File: config.mk
export PLATFORM = sky130hd
export DESIGN_NAME = smx_core
export DESIGN_NICKNAME = d
export VERILOG_FILES = /design/src/pkg/smx_pkg.sv /design/src/logic/smx_core.sv /design/src/logic/smx_flag_sel.sv /design/src/logic/smx_pin_map.sv
export VERILOG_INCLUDE_DIRS = /design/src /design/src/pkg
export SDC_FILE = /design/constraint.sdc
export NUM_CORES = 1
export LEC_CHECK = 0
export ABC_CLOCK_PERIOD_IN_PS = 5800
export BUFFER_PORTS_ARGS = -buffer_cell sky130_fd_sc_hd__buf_2
export CORE_AREA = 8 8 289 403
export CTS_CLUSTER_SIZE = 30
export DETAILED_ROUTE_END_ITERATION = 7
export DIE_AREA = 0 0 297 411
export GPL_ROUTABILITY_DRIVEN = 1
export HOLD_SLACK_MARGIN = 0.08
export MAX_ROUTING_LAYER = met4
export PLACE_DENSITY_LB_ADDON = 0.08
export RECOVER_POWER = 100
export SLEW_MARGIN = 10
export SYNTH_ARGS = -nofsm -noshare
export SYNTH_HDL_FRONTEND = slang
export SYNTH_HIERARCHICAL = 1
export SYNTH_SLANG_ARGS = --single-unit
File: constraint.sdc
create_clock -name clk_i -period 5.8 [get_ports clk_i]
set_input_delay 0.29 -clock clk_i [delete_from_list [all_inputs] [get_ports clk_i]]
set_output_delay 0.29 -clock clk_i [all_outputs]
set_load 0.01 [all_outputs]
File: src/pkg/smx_map.svh
// Offsets, field positions, reset values and opcode codes of the state machine block.
// Assumes inclusion by bare name from any file that needs them.
`ifndef SMX_MAP_SVH
`define SMX_MAP_SVH

// Register byte offsets
`define SMX_ADDR_RUN_AS_INSTRUCTION_CFG   8'h00
`define SMX_ADDR_PIN_CFG    8'h04
`define SMX_ADDR_FLAGS      8'h08
`define SMX_ADDR_SCRATCH_X  8'h0C
`define SMX_ADDR_SCRATCH_Y  8'h10
`define SMX_ADDR_ISR        8'h14
`define SMX_ADDR_OSR        8'h18
`define SMX_ADDR_STATUS     8'h1C

// Execution config fields
`define SMX_EC_RUN          0
`define SMX_EC_MID_LSB      1
`define SMX_EC_SIDE_OPT     3
`define SMX_EC_SIDE_DIR     4
`define SMX_EC_STAT_SEL     5
`define SMX_EC_L0EN_LSB     8
`define SMX_EC_L1EN_LSB     12

// Pin config fields
`define SMX_PC_IN_BASE_LSB   0
`define SMX_PC_OUT_BASE_LSB  5
`define SMX_PC_SET_BASE_LSB  10
`define SMX_PC_SIDE_BASE_LSB 15
`define SMX_PC_OUT_CNT_LSB   20
`define SMX_PC_SET_CNT_LSB   26
`define SMX_PC_SIDE_CNT_LSB  29

// Reset values
`define SMX_RUN_AS_INSTRUCTION_CFG_RST    32'h0000_0000
`define SMX_PIN_CFG_RST     32'h0000_0000
`define SMX_OSR_COUNT_RST   6'h20
`define SMX_WORD_ZERO       32'h0000_0000

// Limits and codes
`define SMX_FIELD_MAX       3'h5
`define SMX_ALL_PINS        6'h20
`define SMX_OP_MOV          3'h5
`define SMX_OP_IRQ          3'h6
`define SMX_OP_SET          3'h7

`endif

File: src/pkg/smx_pkg.sv
// Types of the state machine block: control states and operand codes.
// Assumes nothing of its surroundings.
package smx_pkg;

  typedef enum logic [1:0] {
    SMX_ST_RUN       = 2'b00,
    SMX_ST_DELAY     = 2'b01,
    SMX_ST_FLAG_WAIT = 2'b10
  } smx_state_t;

  typedef enum logic [2:0] {
    SMX_DST_PINS  = 3'b000,
    SMX_DST_X     = 3'b001,
    SMX_DST_Y     = 3'b010,
    SMX_DST_RSVD  = 3'b011,
    SMX_DST_RUN_AS_INSTRUCTION  = 3'b100,
    SMX_DST_PC    = 3'b101,
    SMX_DST_ISR   = 3'b110,
    SMX_DST_OSR   = 3'b111
  } smx_dst_t;

  typedef enum logic [2:0] {
    SMX_SRC_PINS   = 3'b000,
    SMX_SRC_X      = 3'b001,
    SMX_SRC_Y      = 3'b010,
    SMX_SRC_NULL   = 3'b011,
    SMX_SRC_RSVD   = 3'b100,
    SMX_SRC_STATUS = 3'b101,
    SMX_SRC_ISR    = 3'b110,
    SMX_SRC_OSR    = 3'b111
  } smx_src_t;

  typedef enum logic [1:0] {
    SMX_MOP_NONE = 2'b00,
    SMX_MOP_INV  = 2'b01,
    SMX_MOP_REV  = 2'b10,
    SMX_MOP_RSVD = 2'b11
  } smx_mop_t;

  typedef enum logic [2:0] {
    SMX_SET_PINS    = 3'b000,
    SMX_SET_X       = 3'b001,
    SMX_SET_Y       = 3'b010,
    SMX_SET_PINDIRS = 3'b100
  } smx_set_dst_t;

endpackage : smx_pkg

File: src/logic/smx_core.sv
// Execution of register copy, flag, immediate write and side drive for one state machine.
// Assumes a program store that returns instr_i for pc_o in the same cycle,
// and a classic Wishbone master on the register port.
`timescale 1ns/1ps
`include "smx_map.svh"
module smx_core (
  // Clock and reset
  input  wire logic        clk_i,
  input  wire logic        rst_i,
  // Wishbone slave
  input  wire logic        wb_cyc_i,
  input  wire logic        wb_stb_i,
  input  wire logic        wb_we_i,
  input  wire logic [7:0]  wb_adr_i,
  input  wire logic [3:0]  wb_sel_i,
  input  wire logic [31:0] wb_dat_i,
  output logic      [31:0] wb_dat_o,
  output logic             wb_ack_o,
  // Program store
  output logic      [4:0]  pc_o,
  input  wire logic [15:0] instr_i,
  // Status conditions
  input  wire logic        status_a_i,
  input  wire logic        status_b_i,
  // GPIO
  input  wire logic [31:0] gpio_in_i,
  output logic      [31:0] gpio_level_o,
  output logic      [31:0] gpio_dir_o,
  // Shift counts
  output logic      [5:0]  isr_count_o,
  output logic      [5:0]  osr_count_o,
  // Flags and interrupt lines
  output logic      [7:0]  flags_o,
  output logic             irq0_o,
  output logic             irq1_o
);
  smx_pkg::smx_state_t state_reg;
  logic [31:0] run_as_instruction_cfg_reg;
  logic [31:0] pin_cfg_reg;
  logic [4:0]  pc_reg;
  logic [4:0]  dly_cnt_reg;
  logic        run_as_instruction_pend_reg;
  logic [15:0] run_as_instruction_instr_reg;
  logic [2:0]  wait_idx_reg;
  logic [4:0]  wait_dly_reg;
  logic        wait_adv_reg;
  logic [31:0] x_reg;
  logic [31:0] y_reg;
  logic [31:0] isr_reg;
  logic [31:0] osr_reg;
  logic [5:0]  isr_cnt_reg;
  logic [5:0]  osr_cnt_reg;
  logic [31:0] level_reg;
  logic [31:0] dir_reg;
  logic [7:0]  flags_reg;
  logic        ack_reg;
  logic [31:0] rdata_reg;

  logic [15:0] cur;
  logic        active;
  logic        is_mov;
  logic        is_irq;
  logic        is_set;
  logic [2:0]  dst;
  logic [4:0]  ds;
  logic [2:0]  side_cnt;
  logic [2:0]  side_nbits;
  logic [2:0]  set_cnt;
  logic        side_opt;
  logic        side_go;
  logic        side_dir;
  logic [4:0]  side_field;
  logic [4:0]  delay;
  logic        status_bit;
  logic [31:0] pins_in;
  logic [31:0] src_val;
  logic [31:0] rev_val;
  logic [31:0] mov_val;
  logic [2:0]  flag_idx;
  logic [31:0] out_data;
  logic [31:0] out_mask;
  logic [31:0] set_data;
  logic [31:0] set_mask;
  logic [31:0] side_data;
  logic [31:0] side_mask;
  logic [31:0] level_next;
  logic [31:0] dir_next;
  logic [7:0]  flags_next;
  logic        bus_req;
  logic        bus_wr;
  logic [31:0] byte_mask;
  logic [31:0] rd_mux;

  // Instruction decode; a pending run-as-instruction value replaces the fetch
  assign cur    = run_as_instruction_pend_reg ? run_as_instruction_instr_reg : instr_i;
  assign active = run_as_instruction_cfg_reg[`SMX_EC_RUN] && (state_reg == smx_pkg::SMX_ST_RUN);
  assign is_mov = active && (cur[15:13] == `SMX_OP_MOV);
  assign is_irq = active && (cur[15:13] == `SMX_OP_IRQ);
  assign is_set = active && (cur[15:13] == `SMX_OP_SET);
  assign dst    = cur[7:5];
  assign ds     = cur[12:8];

  // Side drive field split
  assign side_cnt   = (pin_cfg_reg[`SMX_PC_SIDE_CNT_LSB +: 3] > `SMX_FIELD_MAX)
                    ? `SMX_FIELD_MAX : pin_cfg_reg[`SMX_PC_SIDE_CNT_LSB +: 3];
  assign set_cnt    = (pin_cfg_reg[`SMX_PC_SET_CNT_LSB +: 3] > `SMX_FIELD_MAX)
                    ? `SMX_FIELD_MAX : pin_cfg_reg[`SMX_PC_SET_CNT_LSB +: 3];
  assign side_field = ds >> (`SMX_FIELD_MAX - side_cnt);
  assign delay      = ds & (5'h1F >> side_cnt);
  assign side_opt   = run_as_instruction_cfg_reg[`SMX_EC_SIDE_OPT] && (side_cnt != 3'h0);
  assign side_go    = active && (side_cnt != 3'h0) && (!side_opt || ds[4]);
  assign side_nbits = side_opt ? side_cnt - 3'h1 : side_cnt;
  assign side_dir   = run_as_instruction_cfg_reg[`SMX_EC_SIDE_DIR];

  assign status_bit = run_as_instruction_cfg_reg[`SMX_EC_STAT_SEL] ? status_b_i : status_a_i;

  smx_pin_map #(.LEFT(1'b0)) u_in_map (
    .data_i  (gpio_in_i),
    .base_i  (pin_cfg_reg[`SMX_PC_IN_BASE_LSB +: 5]),
    .count_i (`SMX_ALL_PINS),
    .data_o  (pins_in),
    .mask_o  ()
  );

  // Copy source select and operation
  always_comb begin
    case (cur[2:0])
      smx_pkg::SMX_SRC_PINS:   src_val = pins_in;
      smx_pkg::SMX_SRC_X:      src_val = x_reg;
      smx_pkg::SMX_SRC_Y:      src_val = y_reg;
      smx_pkg::SMX_SRC_STATUS: src_val = {32{status_bit}};
      smx_pkg::SMX_SRC_ISR:    src_val = isr_reg;
      smx_pkg::SMX_SRC_OSR:    src_val = osr_reg;
      default:                 src_val = `SMX_WORD_ZERO;
    endcase
  end

  always_comb begin
    for (int i = 0; i < 32; i++) begin
      rev_val[i] = src_val[31 - i];
    end
  end

  always_comb begin
    case (cur[4:3])
      smx_pkg::SMX_MOP_INV: mov_val = ~src_val;
      smx_pkg::SMX_MOP_REV: mov_val = rev_val;
      default:              mov_val = src_val;
    endcase
  end

  smx_flag_sel u_flag_sel (
    .index_i   (cur[4:0]),
    .machine_i (run_as_instruction_cfg_reg[`SMX_EC_MID_LSB +: 2]),
    .flag_o    (flag_idx)
  );

  // Output mapping for copies, separate mapping for immediate writes
  smx_pin_map #(.LEFT(1'b1)) u_out_map (
    .data_i  (mov_val),
    .base_i  (pin_cfg_reg[`SMX_PC_OUT_BASE_LSB +: 5]),
    .count_i (pin_cfg_reg[`SMX_PC_OUT_CNT_LSB +: 6]),
    .data_o  (out_data),
    .mask_o  (out_mask)
  );

  smx_pin_map #(.LEFT(1'b1)) u_set_map (
    .data_i  ({27'h000_0000, cur[4:0]}),
    .base_i  (pin_cfg_reg[`SMX_PC_SET_BASE_LSB +: 5]),
    .count_i ({3'h0, set_cnt}),
    .data_o  (set_data),
    .mask_o  (set_mask)
  );

  smx_pin_map #(.LEFT(1'b1)) u_side_map (
    .data_i  ({27'h000_0000, side_field}),
    .base_i  (pin_cfg_reg[`SMX_PC_SIDE_BASE_LSB +: 5]),
    .count_i ({3'h0, side_nbits}),
    .data_o  (side_data),
    .mask_o  (side_mask)
  );

  // Sequencing: program counter, delay, flag wait, run-as-instruction
  always_ff @(posedge clk_i) begin
    if (rst_i) begin
      state_reg      <= smx_pkg::SMX_ST_RUN;
      pc_reg         <= 5'h00;
      dly_cnt_reg    <= 5'h00;
      run_as_instruction_pend_reg  <= 1'b0;
      run_as_instruction_instr_reg <= 16'h0000;
      wait_idx_reg   <= 3'h0;
      wait_dly_reg   <= 5'h00;
      wait_adv_reg   <= 1'b0;
    end else begin
      case (state_reg)
        smx_pkg::SMX_ST_RUN: begin
          if (active) begin
            run_as_instruction_pend_reg <= 1'b0;
            if (is_mov && (dst == smx_pkg::SMX_DST_RUN_AS_INSTRUCTION)) begin
              // Delay on this copy is dropped
              run_as_instruction_instr_reg <= mov_val[15:0];
              run_as_instruction_pend_reg  <= 1'b1;
              if (!run_as_instruction_pend_reg) begin
                pc_reg <= pc_reg + 5'h01;
              end
            end else if (is_mov && (dst == smx_pkg::SMX_DST_PC)) begin
              pc_reg <= mov_val[4:0];
              if (delay != 5'h00) begin
                state_reg   <= smx_pkg::SMX_ST_DELAY;
                dly_cnt_reg <= delay;
              end
            end else if (is_irq && !cur[6] && cur[5]) begin
              state_reg    <= smx_pkg::SMX_ST_FLAG_WAIT;
              wait_idx_reg <= flag_idx;
              wait_dly_reg <= delay;
              wait_adv_reg <= !run_as_instruction_pend_reg;
            end else begin
              if (!run_as_instruction_pend_reg) begin
                pc_reg <= pc_reg + 5'h01;
              end
              if (delay != 5'h00) begin
                state_reg   <= smx_pkg::SMX_ST_DELAY;
                dly_cnt_reg <= delay;
              end
            end
          end
        end
        smx_pkg::SMX_ST_DELAY: begin
          dly_cnt_reg <= dly_cnt_reg - 5'h01;
          if (dly_cnt_reg == 5'h01) begin
            state_reg <= smx_pkg::SMX_ST_RUN;
          end
        end
        smx_pkg::SMX_ST_FLAG_WAIT: begin
          if (!flags_reg[wait_idx_reg]) begin
            if (wait_adv_reg) begin
              pc_reg <= pc_reg + 5'h01;
            end
            if (wait_dly_reg != 5'h00) begin
              state_reg   <= smx_pkg::SMX_ST_DELAY;
              dly_cnt_reg <= wait_dly_reg;
            end else begin
              state_reg <= smx_pkg::SMX_ST_RUN;
            end
          end
        end
        default: begin
          state_reg <= smx_pkg::SMX_ST_RUN;
        end
      endcase
    end
  end

  // Scratch registers
  always_ff @(posedge clk_i) begin
    if (rst_i) begin
      x_reg <= `SMX_WORD_ZERO;
      y_reg <= `SMX_WORD_ZERO;
    end else begin
      if (is_mov && (dst == smx_pkg::SMX_DST_X)) begin
        x_reg <= mov_val;
      end else if (is_set && (dst == smx_pkg::SMX_SET_X)) begin
        x_reg <= {27'h000_0000, cur[4:0]};
      end
      if (is_mov && (dst == smx_pkg::SMX_DST_Y)) begin
        y_reg <= mov_val;
      end else if (is_set && (dst == smx_pkg::SMX_SET_Y)) begin
        y_reg <= {27'h000_0000, cur[4:0]};
      end
    end
  end

  // Shift registers and their counts
  always_ff @(posedge clk_i) begin
    if (rst_i) begin
      isr_reg     <= `SMX_WORD_ZERO;
      osr_reg     <= `SMX_WORD_ZERO;
      isr_cnt_reg <= 6'h00;
      osr_cnt_reg <= `SMX_OSR_COUNT_RST;
    end else begin
      if (is_mov && (dst == smx_pkg::SMX_DST_ISR)) begin
        isr_reg     <= mov_val;
        isr_cnt_reg <= 6'h00;
      end
      if (is_mov && (dst == smx_pkg::SMX_DST_OSR)) begin
        osr_reg     <= mov_val;
        osr_cnt_reg <= 6'h00;
      end
    end
  end

  // Pin levels and directions; side drive is applied last so it wins
  always_comb begin
    level_next = level_reg;
    dir_next   = dir_reg;
    if (is_mov && (dst == smx_pkg::SMX_DST_PINS)) begin
      level_next = (level_next & ~out_mask) | out_data;
    end
    if (is_set && (dst == smx_pkg::SMX_SET_PINS)) begin
      level_next = (level_next & ~set_mask) | set_data;
    end
    if (is_set && (dst == smx_pkg::SMX_SET_PINDIRS)) begin
      dir_next = (dir_next & ~set_mask) | set_data;
    end
    if (side_go && side_dir) begin
      dir_next = (dir_next & ~side_mask) | side_data;
    end else if (side_go) begin
      level_next = (level_next & ~side_mask) | side_data;
    end
  end

  always_ff @(posedge clk_i) begin
    if (rst_i) begin
      level_reg <= `SMX_WORD_ZERO;
      dir_reg   <= `SMX_WORD_ZERO;
    end else begin
      level_reg <= level_next;
      dir_reg   <= dir_next;
    end
  end

  // Flags: software write-one clears, an instruction set in the same cycle wins
  always_comb begin
    flags_next = flags_reg;
    if (bus_wr && ({wb_adr_i[7:2], 2'b00} == `SMX_ADDR_FLAGS)) begin
      flags_next = flags_next & ~(wb_dat_i[7:0] & byte_mask[7:0]);
    end
    if (is_irq) begin
      flags_next[flag_idx] = !cur[6];
    end
  end

  always_ff @(posedge clk_i) begin
    if (rst_i) begin
      flags_reg <= 8'h00;
    end else begin
      flags_reg <= flags_next;
    end
  end

  // Wishbone slave: ack one cycle after the request, writes commit at ack
  assign bus_req   = wb_cyc_i && wb_stb_i;
  assign bus_wr    = bus_req && wb_we_i && ack_reg;
  assign byte_mask = {{8{wb_sel_i[3]}}, {8{wb_sel_i[2]}}, {8{wb_sel_i[1]}}, {8{wb_sel_i[0]}}};

  always_comb begin
    case ({wb_adr_i[7:2], 2'b00})
      `SMX_ADDR_RUN_AS_INSTRUCTION_CFG:  rd_mux = run_as_instruction_cfg_reg;
      `SMX_ADDR_PIN_CFG:   rd_mux = pin_cfg_reg;
      `SMX_ADDR_FLAGS:     rd_mux = {24'h00_0000, flags_reg};
      `SMX_ADDR_SCRATCH_X: rd_mux = x_reg;
      `SMX_ADDR_SCRATCH_Y: rd_mux = y_reg;
      `SMX_ADDR_ISR:       rd_mux = isr_reg;
      `SMX_ADDR_OSR:       rd_mux = osr_reg;
      `SMX_ADDR_STATUS:    rd_mux = {12'h000, osr_cnt_reg, isr_cnt_reg, run_as_instruction_pend_reg,
                                     state_reg, pc_reg};
      default:             rd_mux = `SMX_WORD_ZERO;
    endcase
  end

  always_ff @(posedge clk_i) begin
    if (rst_i) begin
      ack_reg   <= 1'b0;
      rdata_reg <= `SMX_WORD_ZERO;
    end else begin
      ack_reg <= bus_req && !ack_reg;
      if (bus_req && !ack_reg) begin
        rdata_reg <= rd_mux;
      end
    end
  end

  always_ff @(posedge clk_i) begin
    if (rst_i) begin
      run_as_instruction_cfg_reg <= `SMX_RUN_AS_INSTRUCTION_CFG_RST;
      pin_cfg_reg  <= `SMX_PIN_CFG_RST;
    end else if (bus_wr) begin
      if ({wb_adr_i[7:2], 2'b00} == `SMX_ADDR_RUN_AS_INSTRUCTION_CFG) begin
        run_as_instruction_cfg_reg <= (run_as_instruction_cfg_reg & ~byte_mask) | (wb_dat_i & byte_mask);
      end
      if ({wb_adr_i[7:2], 2'b00} == `SMX_ADDR_PIN_CFG) begin
        pin_cfg_reg <= (pin_cfg_reg & ~byte_mask) | (wb_dat_i & byte_mask);
      end
    end
  end

  // Outputs
  assign wb_dat_o     = rdata_reg;
  assign wb_ack_o     = ack_reg;
  assign pc_o         = pc_reg;
  assign gpio_level_o = level_reg;
  assign gpio_dir_o   = dir_reg;
  assign isr_count_o  = isr_cnt_reg;
  assign osr_count_o  = osr_cnt_reg;
  assign flags_o      = flags_reg;
  assign irq0_o       = |(flags_reg[3:0] & run_as_instruction_cfg_reg[`SMX_EC_L0EN_LSB +: 4]);
  assign irq1_o       = |(flags_reg[3:0] & run_as_instruction_cfg_reg[`SMX_EC_L1EN_LSB +: 4]);
endmodule : smx_core

File: src/logic/smx_flag_sel.sv
// Flag index resolution with optional machine-relative offset.
// Assumes machine numbers 0 to 3.
`timescale 1ns/1ps
module smx_flag_sel (
  // Index field and machine number
  input  wire logic [4:0] index_i,
  input  wire logic [1:0] machine_i,
  // Resolved flag
  output logic      [2:0] flag_o
);
  logic [1:0] rel_low;

  // Modulo-4 sum on the two low bits only; bit 2 passes unchanged
  assign rel_low = index_i[1:0] + machine_i;
  assign flag_o  = index_i[4] ? {index_i[2], rel_low} : index_i[2:0];
endmodule : smx_flag_sel

File: src/logic/smx_pin_map.sv
// Rotating pin mapper: places count low bits at a base pin, wrapping after pin 31.
// Assumes a 32-pin bank; combinational only.
`timescale 1ns/1ps
`include "smx_map.svh"
module smx_pin_map #(
  parameter bit LEFT = 1'b1
) (
  // Data and mapping
  input  wire logic [31:0] data_i,
  input  wire logic [4:0]  base_i,
  input  wire logic [5:0]  count_i,
  // Mapped result
  output logic      [31:0] data_o,
  output logic      [31:0] mask_o
);
  logic [31:0] low_mask;
  logic [63:0] dbl_data;
  logic [63:0] dbl_mask;

  assign low_mask = count_i[5] ? ~`SMX_WORD_ZERO
                  : ((32'h0000_0001 << count_i[4:0]) - 32'h0000_0001);

  always_comb begin
    if (LEFT) begin
      dbl_data = {data_i & low_mask, data_i & low_mask} << base_i;
      dbl_mask = {low_mask, low_mask} << base_i;
      data_o   = dbl_data[63:32];
      mask_o   = dbl_mask[63:32];
    end else begin
      // Input direction: bit 0 comes from the base pin
      dbl_data = {data_i, data_i} >> base_i;
      dbl_mask = {low_mask, low_mask};
      data_o   = dbl_data[31:0] & low_mask;
      mask_o   = dbl_mask[31:0];
    end
  end
endmodule : smx_pin_map

==> results.tsv <==
metric	value	unit
status	finished, violations left	
failing checks	capacitance limit, slew limit	
# IOs	223	
synthesized cell area	0.03823	mm²
clk slew on worst S/H paths	0.07	ns
Critical Path Start Type	register	
Avg Cell Area, Syn	7.373	µm²
first-pass GRT wire length	310800	µm
leakage	15.21	nW
pwr dens	151.1	mW/mm²
Worst Path Arrival	6.10	ns
gr usage total	0.3474	
routability cong.	1.008	
setup violators final	0	
fin crit share	0.9722	
Worst Path Required	6.26	ns
max-slew violation count	179	
layout cells sized above 1	0.1289	
Post-Route WL	219700	µm
Max Cap Viol	7	
placed inst area	0.04138	mm²
Hold WS	0.1178	ns
Cells after Synth	5185	
CTS tree	done	
Starting DRT DRC Count	5372	
Clock Sinks	336	
vias after detailed routing	45220	
Fin. Hold Viols	0	
Layout Skew	0.04451	ns
worst skew pair latency	0.62	ns
crit-path cells	nand2_1 -> o22ai_1 -> a221oi_2 -> o21ai_1 -> a2111oi_2 -> mux2_2 -> a22oi_1 -> nand2_1 -> buf_4 -> a221oi_2 -> inv_1 -> mux2i_1 -> nor3_1 -> a311oi_1 -> buf_4 -> mux2i_1 -> o21ai_0 -> mux2i_1 -> a22o_1 -> nand3_1 -> a21oi_1	
Final #Nets	5455	
Min-Delay Path Class	primary input to register	
worst-margin pin slew	2.558	ns
RR Endpoint	gpio_level_o[27]$_SDFF_PP0_	
RSZ-0062 raised after global routing	no	
hold path start	wb_sel_i[0]	
DIE AREA	0.1221	mm²
DRT Pass-1 Iters	6	
Hold Path Depth	3	
Routed WL per cell	32.06	µm
die width	297	µm
top fanout value on the critical path	14	
Vias per Instance	6.600	
Core Area	0.1107	mm²
CTS H-tree lvls	2	
critical setup path kind	register to register	
Cell Rows	145	
most frequent cells in the layout	nand2_1, a21oi_1, dfxtp_1	
Final Total Pwr	6.466	mW
vias in the first global route	42090	
PortBufs	209	
Initial Utilization	0.3454	
commonest non-fill, non-tap cell in the layout	nand2_1	
Die H	411	µm
clock buffer count from CTS	41	
antenna violations before repair	11	
YS warnings	6	
Critical Path End Type	register	
clock root buffer	clkbuf_16	
R2R depth	21	
Worst Path Buf+Inv	3	
max frequency	0.1773	GHz
Worst path slowest cell	dfxtp_1	
Layout area overhead	11.93	%
Crit path max-delay family	compound AO/OA/AOI/OAI gates	
Final TNS setup	0	ns
Final Cell Area	0.04279	mm²
drc violations	0	
Post-DP HPWL	167600	µm
deepest clock path buffer count	3	
post-layout minimum cycle time	5.639	ns
post-route ant nets	0	
Max stage delay on crit path	0.64	ns
R2R Setup Slk	0.16	ns
largest net degree at the start of global routing	157	
most frequent CP cell	mux2i_1	
total gr overflow	0	
Slew headroom	-0.7054	
VDD IR max	0.0002127	V
## what timing repair did
item                                    in CTS  in global routing
endpoints found under the setup margin       0                  2
resized for setup                            0                  1
hold endpoints to repair                    63                  0
hold buffers                                32                  0
setup buffers                                0                  0
## layout make-up
cell class,instances,area (µm²)
repair buffers,486,3047
multi-input cells,4387,29360
flip-flops and latches,336,6769
diodes,11,27.53
clock buffers,52,1129
inverters,88,330.3
clock inverters,21,287.8
fillers,12050,67880
well taps,1470,1839
## layer usage
layer | vias to the layer above | track usage | share of wire
met5 | - | - | 0
met4 | 0 | 0.2398 | 0.086
met3 | 580 | 0.03669 | 0.059
met2 | 2218 | 0.5755 | 0.47
met1 | 22180 | 0.3940 | 0.38
li1 | 20240 | - | -
## worst max-delay path by stage
stage                     startpoint                          end  slack, ns  depth (start not counted)
final                       register  gpio_level_o[27]$_SDFF_PP0_       0.16                         21
after global routing        register  gpio_level_o[10]$_SDFF_PP0_      0.005                         20
after CTS                   register  gpio_level_o[31]$_SDFF_PP0_       0.29                         19
after detailed placement    register  gpio_level_o[31]$_SDFF_PP0_       0.33                         19
after global placement      register  gpio_level_o[16]$_SDFF_PP0_       0.31                         18
after floorplan             register  gpio_level_o[24]$_SDFF_PP0_       1.01                         20
## stage by stage
stage / worst slack, ns / cells / util
2_1_floorplan: 1.008 / 5362 / -
3_3_place_gp: 0.3057 / 6735 / 0.3739
3_5_place_dp: 0.3271 / 6735 / 0.3739
4_1_cts: 0.2936 / 6840 / 0.3896
5_1_grt: 0.005485 / 6848 / 0.3866
6_report: 0.1611 / 6851 / 0.3866
## where the power goes
group          internal [mW]  switching [mW]
Combinational          0.404           0.901
Clock                   1.65            1.20
Sequential              2.30        0.000658
## tightest hold or removal path, cell delays in order
cell,delay (ns)
buf_2,0.21
nand3_1,0.12
a21oi_1,0.05
(Power assumes the default switching activity.)
